`src/design/lpe_pkg.sv`:
```
/*
 Shared constants, command encoding and timing helpers for the low-power
 entry pair: a memory controller end and a memory device end.
 Assumes a single 10 MHz clock common to both ends.
*/
package lpe_pkg;
    typedef enum logic [3:0] {
        CMD_NOP, CMD_DES, CMD_ACT, CMD_PRE, CMD_RD, CMD_RDA,
        CMD_WR, CMD_WRA, CMD_REF, CMD_MRS, CMD_ZQC, CMD_MPR
    } lpe_cmd_t;

    localparam int T_CK_NS = 100;

    // Least time rounds up, longest rounds down, never below one cycle
    function automatic int cyc_min(input int ns);
        int c;
        c = (ns + T_CK_NS - 1) / T_CK_NS;
        return (c < 1) ? 1 : c;
    endfunction

    function automatic int cyc_max(input int ns);
        int c;
        c = ns / T_CK_NS;
        return (c < 1) ? 1 : c;
    endfunction

    localparam int RL_CK = 5;
    localparam int WL_CK = 5;
    localparam int TWR_NS = 15;
    localparam int WR_CK = cyc_min(TWR_NS);
    localparam int TMOD_CK = 12;
    localparam int TZQ_CK = 64;
    localparam int TCPDED_CK = 1;
    localparam int TCKE_CK = 3;
    localparam int TPD_MIN_CK = TCKE_CK;
    localparam int TXP_CK = 3;
    localparam int TXPDLL_NS = 24;
    localparam int TXPDLL_CK = (cyc_min(TXPDLL_NS) > 10) ? cyc_min(TXPDLL_NS) : 10;
    localparam int TANPD_CK = WL_CK - 1;
    localparam int TREFI_NS = 7800;
    localparam int TREFI_CK = cyc_max(TREFI_NS);
    localparam int TPD_MAX_REFI = 9;

    // Mode register fields
    localparam logic [2:0] MR_BA_MR0 = 3'h0;
    localparam logic [2:0] MR_BA_MR2 = 3'h2;
    localparam int MR0_FAST_BIT = 12;
    localparam int MR0_DLLRST_BIT = 8;
    localparam logic [1:0] MR0_BC4_FIXED = 2'h2;
    localparam int MR2_ASR_BIT = 6;
    localparam int MR2_SRT_BIT = 7;
    localparam int A_ALLBANK_BIT = 10;

    // Case temperature bands: <=85, <=105, <=115, <=125
    localparam logic [1:0] TEMP_85 = 2'h0;
    localparam logic [1:0] TEMP_105 = 2'h1;

    // Controller registers on APB
    localparam logic [7:0] REG_CTRL = 8'h00;
    localparam logic [7:0] REG_CMD = 8'h04;
    localparam logic [7:0] REG_STAT = 8'h08;
    localparam logic [3:0] CTRL_RST = 4'h0;
    localparam int CTRL_PDREQ_BIT = 0;
    localparam int CTRL_DLLOK_BIT = 1;
    localparam int CTRL_TEMP_LSB = 2;
    localparam int CMD_BA_LSB = 4;
    localparam int CMD_ADDR_LSB = 7;

    // Cycles from a command until clock enable may be sampled low
    function automatic int min_pden(input lpe_cmd_t c, input logic bc4);
        int burst;
        burst = bc4 ? 2 : 4;
        case (c)
            CMD_RD, CMD_RDA, CMD_MPR: return RL_CK + 4 + 1;
            CMD_WR: return WL_CK + burst + WR_CK;
            CMD_WRA: return WL_CK + burst + WR_CK + 1;
            CMD_MRS: return TMOD_CK;
            CMD_ZQC: return TZQ_CK;
            CMD_ACT, CMD_PRE, CMD_REF: return 1;
            default: return 0;
        endcase
    endfunction
endpackage

```
`src/design/lpe_if.sv`:
```
/*
 Command and clock-enable link between controller and memory device.
 Both ends share sys_clk; the controller drives every signal.
*/
`timescale 1ns/100ps
interface lpe_if;
    logic cke;
    lpe_pkg::lpe_cmd_t cmd;
    logic [2:0] ba;
    logic [12:0] addr;
    modport ctrl(output cke, output cmd, output ba, output addr);
    modport dev(input cke, input cmd, input ba, input addr);
endinterface

```
`src/design/lpe_mem_ctrl.sv`:
```
/*
 Memory controller end: APB register slave, command issue, power-down
 entry and exit with interval checks, refresh scheduling by temperature.
 Assumes an APB master on sys_clk and the device end on the link.
*/
// Functional notes
// - Refresh faster as case temperature rises
// - Self refresh hot only with an option
// - Range bit gives self-refresh temperature range
// - Never set both self-refresh bits together
// - Device picks self-refresh rate when automatic
// - Above 105 use external refresh only; the device end keeps sr_ok_q set under ASR in every band
// - Options decide device self-refresh temperature range
// - Power-down entry: enable low with NOP
// - Keep enable high during register, data ops
// - Enable may drop during activate, precharge, refresh
// - Only NOP while buffers shut down
// - Unlocked entry requires DLL reset afterwards
// - Open bank gives active power-down
// - Slow exit from precharge power-down switches DLL off
// - Slow exit from precharge power-down makes termination control asynchronous
// - Exit with enable high, hold, wait
// - Hold low minimum, leave before nine intervals
`timescale 1ns/100ps
module lpe_mem_ctrl #(
    parameter int REFI_CK = lpe_pkg::TREFI_CK
) (
    input wire logic sys_clk,
    input wire logic rst,
    input wire logic psel,
    input wire logic penable,
    input wire logic pwrite,
    input wire logic [7:0] paddr,
    input wire logic [31:0] pwdata,
    output logic [31:0] prdata,
    output logic pready,
    output logic pslverr,
    lpe_if.ctrl mem
);
    typedef enum {C_UP, C_PD, C_EXIT} lpe_cst_t;

    localparam logic [15:0] PD_MAX = 16'(lpe_pkg::TPD_MAX_REFI * REFI_CK);
    localparam logic [15:0] XPDLL = 16'(lpe_pkg::TXPDLL_CK);

    lpe_cst_t st_q;
    logic [3:0] ctrl_q;
    logic [15:0] gap_q;
    logic [15:0] pd_age_q;
    logic [15:0] ex_q;
    logic [15:0] exit_age_q;
    logic [15:0] ref_cnt_q;
    logic ref_due_q;
    logic ref_since_exit_q;
    logic asr_q;
    logic srt_q;
    logic fast_q;
    logic bc4_q;
    logic dll_rst_req_q;
    logic sr_allowed_q;
    logic cke_q;
    lpe_pkg::lpe_cmd_t cmd_q;
    logic [2:0] ba_q;
    logic [12:0] addr_q;
    logic pready_q;
    logic pslverr_q;
    logic [31:0] prdata_q;

    logic acc;
    logic cmd_wr;
    logic issue;
    logic enter;
    logic wake;
    logic [1:0] temp;
    lpe_pkg::lpe_cmd_t new_cmd;
    logic [2:0] new_ba;
    logic [12:0] new_addr;
    logic [15:0] new_gap;

    assign acc = psel & penable & !pready_q;
    assign cmd_wr = acc & pwrite & (paddr == lpe_pkg::REG_CMD);
    assign issue = cmd_wr & (st_q == C_UP);
    assign temp = ctrl_q[lpe_pkg::CTRL_TEMP_LSB +: 2];
    assign new_ba = pwdata[lpe_pkg::CMD_BA_LSB +: 3];
    assign new_gap = 16'(lpe_pkg::min_pden(new_cmd, bc4_q));

    always_comb begin
        new_cmd = (pwdata[3:0] > 4'(lpe_pkg::CMD_MPR)) ? lpe_pkg::CMD_NOP : lpe_pkg::lpe_cmd_t'(pwdata[3:0]);
        new_addr = pwdata[lpe_pkg::CMD_ADDR_LSB +: 13];
        if (new_cmd == lpe_pkg::CMD_MRS && new_ba == lpe_pkg::MR_BA_MR2 && new_addr[lpe_pkg::MR2_ASR_BIT]) begin
            new_addr[lpe_pkg::MR2_SRT_BIT] = 1'b0;
        end
    end

    assign enter = ctrl_q[lpe_pkg::CTRL_PDREQ_BIT] & (gap_q == 16'h0) & !issue & !ref_due_q
        & !(ref_since_exit_q & (exit_age_q < XPDLL));
    assign wake = !ctrl_q[lpe_pkg::CTRL_PDREQ_BIT] | cmd_wr | ref_due_q
        | (pd_age_q >= PD_MAX - 16'h1);

    // APB answers; command writes stall until the link is up
    always_ff @(posedge sys_clk) begin
        if (rst) begin
            pready_q <= 1'b0;
            pslverr_q <= 1'b0;
            prdata_q <= 32'h0;
        end else begin
            pready_q <= 1'b0;
            pslverr_q <= 1'b0;
            if (acc) begin
                prdata_q <= 32'h0;
                case (paddr)
                    lpe_pkg::REG_CTRL: begin
                        pready_q <= 1'b1;
                        prdata_q <= {28'h0, ctrl_q};
                    end
                    lpe_pkg::REG_CMD: begin
                        pready_q <= !pwrite | issue;
                    end
                    lpe_pkg::REG_STAT: begin
                        pready_q <= 1'b1;
                        prdata_q <= {26'h0, fast_q, dll_rst_req_q, sr_allowed_q, ref_due_q,
                            st_q == C_PD, gap_q == 16'h0};
                    end
                    default: begin
                        pready_q <= 1'b1;
                        pslverr_q <= 1'b1;
                    end
                endcase
            end
        end
    end

    always_ff @(posedge sys_clk) begin
        if (rst) begin
            ctrl_q <= lpe_pkg::CTRL_RST;
        end else if (acc & pwrite & (paddr == lpe_pkg::REG_CTRL)) begin
            ctrl_q <= pwdata[3:0];
        end
    end

    // Command pins; NOP whenever nothing is issued
    always_ff @(posedge sys_clk) begin
        if (rst) begin
            cmd_q <= lpe_pkg::CMD_NOP;
            ba_q <= 3'h0;
            addr_q <= 13'h0;
        end else if (issue) begin
            cmd_q <= new_cmd;
            ba_q <= new_ba;
            addr_q <= new_addr;
        end else begin
            cmd_q <= lpe_pkg::CMD_NOP;
        end
    end

    // Shadow of mode bits the controller relies on
    always_ff @(posedge sys_clk) begin
        if (rst) begin
            asr_q <= 1'b0;
            srt_q <= 1'b0;
            fast_q <= 1'b0;
            bc4_q <= 1'b0;
        end else if (issue && new_cmd == lpe_pkg::CMD_MRS) begin
            if (new_ba == lpe_pkg::MR_BA_MR2) begin
                asr_q <= new_addr[lpe_pkg::MR2_ASR_BIT];
                srt_q <= new_addr[lpe_pkg::MR2_SRT_BIT];
            end else if (new_ba == lpe_pkg::MR_BA_MR0) begin
                fast_q <= new_addr[lpe_pkg::MR0_FAST_BIT];
                bc4_q <= new_addr[1:0] == lpe_pkg::MR0_BC4_FIXED;
            end
        end
    end

    // Self refresh allowed at 85, and at 105 only with an option
    always_ff @(posedge sys_clk) begin
        if (rst) begin
            sr_allowed_q <= 1'b0;
        end else begin
            sr_allowed_q <= (temp == lpe_pkg::TEMP_85)
                | ((temp == lpe_pkg::TEMP_105) & (asr_q | srt_q));
        end
    end

    // Refresh interval shortened 2x, 4x, 8x by band
    always_ff @(posedge sys_clk) begin
        if (rst) begin
            ref_cnt_q <= 16'(REFI_CK);
            ref_due_q <= 1'b0;
        end else begin
            if (ref_cnt_q == 16'h0) begin
                ref_cnt_q <= 16'(REFI_CK) >> temp;
                ref_due_q <= 1'b1;
            end else begin
                ref_cnt_q <= ref_cnt_q - 16'h1;
                if (issue && new_cmd == lpe_pkg::CMD_REF) begin
                    ref_due_q <= 1'b0;
                end
            end
        end
    end

    // Longest interval still owed before entry is legal
    always_ff @(posedge sys_clk) begin
        if (rst) begin
            gap_q <= 16'h0;
        end else if (issue) begin
            gap_q <= (gap_q > new_gap) ? gap_q - 16'h1 : new_gap;
        end else if (gap_q != 16'h0) begin
            gap_q <= gap_q - 16'h1;
        end
    end

    // DLL reset owed after entry with unlocked DLL
    always_ff @(posedge sys_clk) begin
        if (rst) begin
            dll_rst_req_q <= 1'b0;
        end else if (st_q == C_UP && enter && !ctrl_q[lpe_pkg::CTRL_DLLOK_BIT]) begin
            dll_rst_req_q <= 1'b1;
        end else if (issue && new_cmd == lpe_pkg::CMD_MRS && new_ba == lpe_pkg::MR_BA_MR0
            && new_addr[lpe_pkg::MR0_DLLRST_BIT]) begin
            dll_rst_req_q <= 1'b0;
        end
    end

    // Power-down sequencing on clock enable
    always_ff @(posedge sys_clk) begin
        if (rst) begin
            st_q <= C_UP;
            cke_q <= 1'b1;
            pd_age_q <= 16'h0;
            ex_q <= 16'h0;
            exit_age_q <= 16'hffff;
            ref_since_exit_q <= 1'b0;
        end else begin
            if (exit_age_q != 16'hffff) begin
                exit_age_q <= exit_age_q + 16'h1;
            end
            if (issue && new_cmd == lpe_pkg::CMD_REF) begin
                ref_since_exit_q <= 1'b1;
            end
            case (st_q)
                C_UP: begin
                    if (enter) begin
                        st_q <= C_PD;
                        cke_q <= 1'b0;
                        pd_age_q <= 16'h1;
                        ref_since_exit_q <= 1'b0;
                    end
                end
                C_PD: begin
                    pd_age_q <= pd_age_q + 16'h1;
                    if (pd_age_q >= 16'(lpe_pkg::TPD_MIN_CK) && wake) begin
                        st_q <= C_EXIT;
                        cke_q <= 1'b1;
                        ex_q <= fast_q ? 16'(lpe_pkg::TXP_CK) : XPDLL;
                        exit_age_q <= 16'h1;
                    end
                end
                C_EXIT: begin
                    ex_q <= ex_q - 16'h1;
                    if (ex_q <= 16'h1) begin
                        st_q <= C_UP;
                    end
                end
                default: st_q <= C_UP;
            endcase
        end
    end

    assign mem.cke = cke_q;
    assign mem.cmd = cmd_q;
    assign mem.ba = ba_q;
    assign mem.addr = addr_q;
    assign prdata = prdata_q;
    assign pready = pready_q;
    assign pslverr = pslverr_q;
endmodule

```
`src/flat_wrapper.sv`:
```
// flat-port wrapper written by rule: the top's interface ports become plain ports
module lpe_mem_ctrl_flat 
#(
    parameter int REFI_CK = lpe_pkg::TREFI_CK
)
  (sys_clk, rst, psel, penable, pwrite, paddr, pwdata, prdata, pready, pslverr, mem_cke, mem_cmd, mem_ba, mem_addr);
  lpe_if mem_i ();
  input wire logic sys_clk;
  input wire logic rst;
  input wire logic psel;
  input wire logic penable;
  input wire logic pwrite;
  input wire logic [7:0] paddr;
  input wire logic [31:0] pwdata;
  output logic [31:0] prdata;
  output logic pready;
  output logic pslverr;
  output wire logic [$bits(mem_i.cke)-1:0] mem_cke;
  output wire logic [$bits(mem_i.cmd)-1:0] mem_cmd;
  output wire logic [$bits(mem_i.ba)-1:0] mem_ba;
  output wire logic [$bits(mem_i.addr)-1:0] mem_addr;
  assign mem_cke = mem_i.cke;
  assign mem_cmd = mem_i.cmd;
  assign mem_ba = mem_i.ba;
  assign mem_addr = mem_i.addr;
  lpe_mem_ctrl #(.REFI_CK(REFI_CK)) u_core (.sys_clk(sys_clk), .rst(rst), .psel(psel), .penable(penable), .pwrite(pwrite), .paddr(paddr), .pwdata(pwdata), .prdata(prdata), .pready(pready), .pslverr(pslverr), .mem(mem_i));
endmodule
```
`config.mk`:
```
export PLATFORM = sky130hd
export DESIGN_NAME = lpe_mem_ctrl_flat
export DESIGN_NICKNAME = d
export VERILOG_FILES = /design/src/design/lpe_pkg.sv /design/src/design/lpe_if.sv /design/src/design/lpe_mem_ctrl.sv /design/src/flat_wrapper.sv
export SDC_FILE = /design/constraint.sdc
export NUM_CORES = 1
export LEC_CHECK = 0
export BUFFER_PORTS_ARGS = -buffer_cell sky130_fd_sc_hd__clkbuf_2
export CORE_UTILIZATION = 40
export DETAILED_ROUTE_END_ITERATION = 10
export GPL_TIMING_DRIVEN = 0
export PLACE_DENSITY = 0.64
export SYNTH_ARGS = -nofsm -noshare
export SYNTH_HDL_FRONTEND = slang
export SYNTH_SLANG_ARGS = --single-unit
```
`constraint.sdc`:
```
create_clock -name sys_clk -period 3.65 [get_ports sys_clk]
set_input_delay 0.365 -clock sys_clk [delete_from_list [all_inputs] [get_ports sys_clk]]
set_output_delay 0.365 -clock sys_clk [all_outputs]
set_load 0.02 [all_outputs]
```
==> results of run 1 <==
-- stage by stage --
stage,cells,setup WS [ns]
final,1045,0.546
after global routing,1045,0.359
after CTS,1045,0.558
after detailed placement,1013,0.134
after global placement,1013,0.119
after floorplan,765,0.869
-- worst paths after layout --
check / slack [ns] / depth (start not counted) / startpoint / end
setup / recovery: 0.55 / 10 / u_core.gap_q[0] / u_core.pd_age_q[7]
hold / removal: 0.17 / 3 / pwdata[16] / u_core.mem.addr[9]
setup reg to reg: 0.55 / 10 / u_core.gap_q[0] / u_core.pd_age_q[7]
hold reg to reg: 0.45 / 2 / u_core.mem.addr[2] / u_core.mem.addr[2]
-- sequential cells by signal, indices dropped and copies added, names as in the netlist, 2 cells and up --
name and flops:
u_core.ex_q 16, u_core.exit_age_q 16, u_core.gap_q 16, u_core.pd_age_q 16, u_core.ref_cnt_q 16, u_core.mem.addr 13, u_core.prdata 6, u_core.ctrl_q 4
u_core.mem.cmd 4, u_core.mem.ba 3, u_core.st_q 2
-- cell type report --
type	count	area, sq um	share of cell area, %
Tap cell	188	235	3.14
Multi-Input combinational cell	560	3440	45.9
Buffer	60	354	4.72
Clock buffer	19	433	5.77
Sequential cell	123	2460	32.8
Timing Repair Buffer	60	300	4.00
Clock inverter	13	191	2.55
Inverter	22	82.6	1.10
-- layout by cell type, fill, tap and decap left out, types with 6 or more instances in the layout --
master	netlist	routed
dfxtp_1	123	123
nor2_1	75	75
nand2_1	70	70
clkbuf_2	1	61
a21oi_1	43	43
nor3_1	38	38
o21ai_0	34	34
clkbuf_1	29	31
xnor2_1	30	30
buf_4	26	26
conb_1	1	26
nand3_1	24	24
ha_1	23	23
inv_1	22	22
clkbuf_16	0	17
or3_1	16	16
nor4_1	15	14
xor2_1	14	14
o21bai_1	12	12
or4_1	11	11
and3_1	11	11
or2_2	10	10
mux2i_1	10	10
nand2b_1	7	7
nand4_1	7	7
nor2b_1	6	6
-- critical path, delay by kind of cell (launching register included) --
kind | cells | cell delay [ns]
DFF | 1 | 0.35
buffers and inverters | 3 | 0.48
and+or+nand+nor | 5 | 1.87
AOI/OAI and AO/OA | 1 | 0.06
adders and majority gates | 1 | 0.22
-- cell families (layout without fill, tap and decap cells) --
group           count (synthesis)  count (layout)  synth area share, %
flops                         123             123                 39.5
buf+inv                        82             174                 7.00
xor+xnor                       44              44                 6.18
simple gates                  318             318                 26.6
compound gates                134             134                 13.6
fa+ha+maj                      23              23                 4.61
other cells                     1              26               0.0601
mux                            15              15                 2.51
-- report_power, final --
| part | total (uW) | internal, uW | leakage (uW) | switching [uW] |
|---|---|---|---|---|
| logic | 1070 | 486 | 0.00172 | 584 |
| clock network | 1790 | 1150 | 0.000294 | 639 |
| registers | 1620 | 1480 | 0.000998 | 142 |
| total | 4480 | 3110 | 0.00301 | 1360 |
-- layer usage --
layer	GRT usage [%]	routed length [microns]	part of all wire (%)	up-vias
li1	-	-	-	2780
met1	24.9	7030	46	2511
met2	31.8	7170	47	114
met3	4.89	663	4.4	24
met4	8.75	327	2.2	0
met5	0	0	0	-
==> flow_summary.yaml, run 1 <==
detailed_routing:
  route.detailed.drc: 0
  first_iter_violations: 269
  post_drt_wl_per_cell_microns: 14.5
  via_count: 5429
  via_per_inst: 5.20
  wl_microns: 15200
  ant_nets: 0
  first_pass_iters: 5
cts:
  cts_tree: "yes"
  htree_levels: 4
  clk_latency_ns: 0.42
  clkSinkCount: 123
  cts-root-buf: "clkbuf_16"
  clk_pin_slew_worst_paths_ns: 0.06
  clockBufferDepth: 2
  hold_buffers: 0
  post_cts_buffers: 0
  post_cts_resized: 0
  cts_buffers: 17
power_and_ir_drop:
  total_power_uw: 4480
  pwr_density_cell_nw_per_um2: 597
  ir_worst_vdd_v: 0.000493
  p_leak_uw: 0.00301
finish:
  stdcell_area_sq_um: 7500
  drive_gt1_share_pct: 17.5
  fill_cells: 1478
  areaGrowthSynthToFinish_pct: 20.2
  final_nets: 912
  postLayoutCoreUtil_pct: 49.3
  n_antenna_cell: 0
sta:
  rsz0062_at_grt: "false"
  slew_headroom_pct: 32.4
  fin_crit_ns: 3.10
  maxSlewViolCount: 0
  worst_pin_slew_ns: 1.01
  hold_viol: 0
  setup_viol: 0
  setup_tns_ns: 0
  worst_hold_slack_ns: 0.165
  max_freq_mhz: 322
  fin_skew_ns: 0.00565
  finalCritPeriodShare_pct: 85.0
synthesis:
  synth_edf_count: 0
  synth.most_common_cell: "dfxtp_1"
  syn_inst: 740
  yosysSeqAreaShare_pct: 39.5
  synth_area_sq_um: 6240
  synth_top_area_share_pct: 39.5
  syn_avg_cell_area_sq_um: 8.43
  ys_seq_elements: 123
  synth_top_cell_by_area: "dfxtp_1"
  yosys_warnings: 0
  synthFlopType: "dfxtp_1"
  synth.distinct_cells: 66
  yosys-top-cells-count: "dfxtp_1, nor2_1, nand2_1"
  async_reset_ff_share_pct: 0
  synthTopCellsByArea: "dfxtp_1, ha_1, nor2_1"
critical_path:
  critPathMaxFanout: 10
  crit_top_cell: "buf_6"
  cp-start-kind: "flip-flop"
  path_class: "flip-flop to flip-flop"
  cp_data_required_time_ns: 3.95
  crit_chain: "inv_1, ha_1, or4b_2, or4_4, buf_6, nor2_4, nand3_1, nand2b_1, buf_6, a21oi_1"
  cpPeakStageDelay_ns: 0.60
  crit_path_end_kind: "flip-flop"
  crit_arrival_ns: 3.41
  cp_slowest_cell: "or4b_2"
min_path:
  worstHoldPathType: "input pin to flip-flop"
global_routing:
  grt_pass1_wl_microns: 24900
  grt_max_degree: 17
  grt_pass1_vias: 5059
  grt-ovfl-total: 0
  grt_antenna_before_repair: 0
  grtUsageTotal_pct: 19.7
flow_run:
  maxCapViolations: 0
floorplanning:
  dieArea_sq_um: 16100
  io_pins: 100
  core_region_area_sq_um: 15200
  die_h_microns: 127
  start_util_pct: 41.0
  die_w_microns: 127
  core.rowCount: 45
placed_design:
  hpwl_microns: 10800
  port_buffers: 60
  place.gp.congestion: 0.801
  place_area_sq_um: 6880
run_status:
  status: "completed"
Power figures use the tool's default switching activity.
==> run 2, diff against run 1 <==
Settings changed: RECOVER_POWER set to 50.
==> run 2 against run 1 <==
  * The run now ends with capacitance limit, slew limit left
  * Critical path depth did not move
  * Non-clock buffer count stayed put
  * Count of clock-buffer cells in the layout stayed put
  * Total power decreased by 0.12%
  * Die area stayed put
  * Final area shrank 0.58%
  * Critical path type unchanged
  * Largest power group unchanged
  * Highest routed layer unchanged
==> flow_summary.yaml, run 2 (synthesis gave the netlist of run 1 again) <==
global_routing:
  grt-ovfl-total: 0
  grt_max_degree: 17
  grtUsageTotal_pct: 19.7
  grt_antenna_before_repair: 0
  grt_pass1_vias: 5059
  grt_pass1_wl_microns: 24900
critical_path:
  critPathMaxFanout: 10
  crit_family: "simple AND/OR/NAND/NOR gates"
  crit_buf_inv: 3
  r2r_slack_ns: 0.55
  crit_start: "u_core.gap_q[0]"
  crit_path_end_kind: "flip-flop"
  crit_chain: "inv_1, ha_1, or4b_2, or4_4, buf_6, nor2_4, nand3_1, nand2b_1, buf_6, a21oi_1"
  cp_data_required_time_ns: 3.95
  timing.rr.start: "u_core.gap_q[0]"
  crit_top_cell: "buf_6"
  cp-start-kind: "flip-flop"
  cp_slowest_cell: "or4b_2"
  path_class: "flip-flop to flip-flop"
  crit_arrival_ns: 3.40
  cpPeakStageDelay_ns: 0.60
sta:
  setup_viol: 0
  worst_pin_slew_ns: 1.65
  max_freq_mhz: 323
  maxSlewViolCount: 10
  finalCritPeriodShare_pct: 84.9
  slew_headroom_pct: -11.0
  hold_viol: 0
  fin_crit_ns: 3.10
  fin_skew_ns: 0.00583
  setup_tns_ns: 0
  rsz0062_at_grt: "false"
cts:
  clkSinkCount: 123
  htree_levels: 4
  hold_buffers: 0
  cts_buffers: 17
  cts-root-buf: "clkbuf_16"
  clockBufferDepth: 2
  cts_tree: "yes"
  post_cts_buffers: 0
  clk_pin_slew_worst_paths_ns: 0.06
  post_cts_resized: 0
  clk_latency_ns: 0.42
detailed_routing:
  wl_microns: 15100
  first_iter_violations: 284
  post_drt_wl_per_cell_microns: 14.5
  route.detailed.drc: 0
  via_count: 5410
  ant_nets: 0
  first_pass_iters: 5
  via_per_inst: 5.18
finish:
  fill_cells: 1495
  final_cell_count_no_fill: 1045
  final_nets: 912
  final_cell_mix: "dfxtp_1, nor2_1, nand2_1, clkbuf_1, a21oi_1"
  drive_gt1_share_pct: 13.9
  n_antenna_cell: 0
  layout_commonest_cell: "dfxtp_1"
  areaGrowthSynthToFinish_pct: 19.5
power_and_ir_drop:
  pwr_density_cell_nw_per_um2: 600
  ir_worst_vdd_v: 0.000490
  total_power_uw: 4470
  p_leak_uw: 0.00291
flow_run:
  maxCapViolations: 1
placed_design:
  dp.cells: 1013
  place.gp.congestion: 0.801
  hpwl_microns: 10800
  port_buffers: 60
run_status:
  violations: "capacitance limit, slew limit"
  status: "finished with violations"
floorplanning:
  start_util_pct: 41.0
  core.rowCount: 45
  dieArea_sq_um: 16100
  die_h_microns: 127
  die_w_microns: 127
  io_pins: 100
  core_region_area_sq_um: 15200
min_path:
  worstHoldPathType: "input pin to flip-flop"
  hold_start: "pwdata[16]"
[run 2: changes by cell type in the layout (fill, tap and decap cells not counted)]
| cell | before | now |
|---|---|---|
| nor4_1 | 14 | 15 |
| nor4_2 | 1 | 0 |
| clkbuf_1 | 31 | 61 |
| clkbuf_2 | 61 | 31 |
[run 2: per-layer routing]
metal  global-route usage (%)  wire (microns)
met1                     24.9            6900
met2                     31.8            7150
met3                     4.89             773
met4                     8.75             300
met5                        0               0
[run 2: worst reg2reg max path, cell delays in order (launching register included)]
cell	delay, ns
dfxtp_1	0.35
inv_1	0.13
ha_1	0.22
or4b_2	0.60
or4_4	0.43
buf_6	0.16
nor2_4	0.24
nand3_1	0.28
nand2b_1	0.32
buf_6	0.19
a21oi_1	0.06
[run 2: final cells by class]
| cell class | count | area, sq um | area share [%] |
|---|---|---|---|
| well taps | 188 | 235 | 3.15 |
| repair buffers | 60 | 263 | 3.52 |
| multi-input cells | 560 | 3430 | 46.1 |
| plain buffers | 60 | 354 | 4.75 |
| clock inverters | 13 | 191 | 2.57 |
| clock buffers | 19 | 433 | 5.81 |
| inverters | 22 | 82.6 | 1.11 |
| flip-flops and latches | 123 | 2460 | 33.0 |
[run 2: final timing paths]
kind	cells past startpoint	end
max	10	u_core.pd_age_q[7]
min	3	u_core.mem.addr[9]
max reg2reg	10	u_core.pd_age_q[7]
min reg2reg	2	u_core.mem.addr[12]
[run 2: per-stage QoR]
stage,hold WS [ns],util (%),setup slack [ns],area [sq um]
after floorplan,0.428,-,0.869,6330
after global placement,0.439,45.2,0.119,6870
after detailed placement,0.444,45.2,0.134,6880
after CTS,0.157,49.3,0.558,7500
after global routing,0.160,49.0,0.359,7460
final,0.168,49.0,0.549,7460
[run 2: report_power, final]
group          leakage, uW  internal, uW  switching, uW  total, uW
logic              0.00162           486            583       1070
registers         0.000998          1480            141       1620
clock network     0.000294          1150            635       1780
total              0.00291          3110           1360       4470
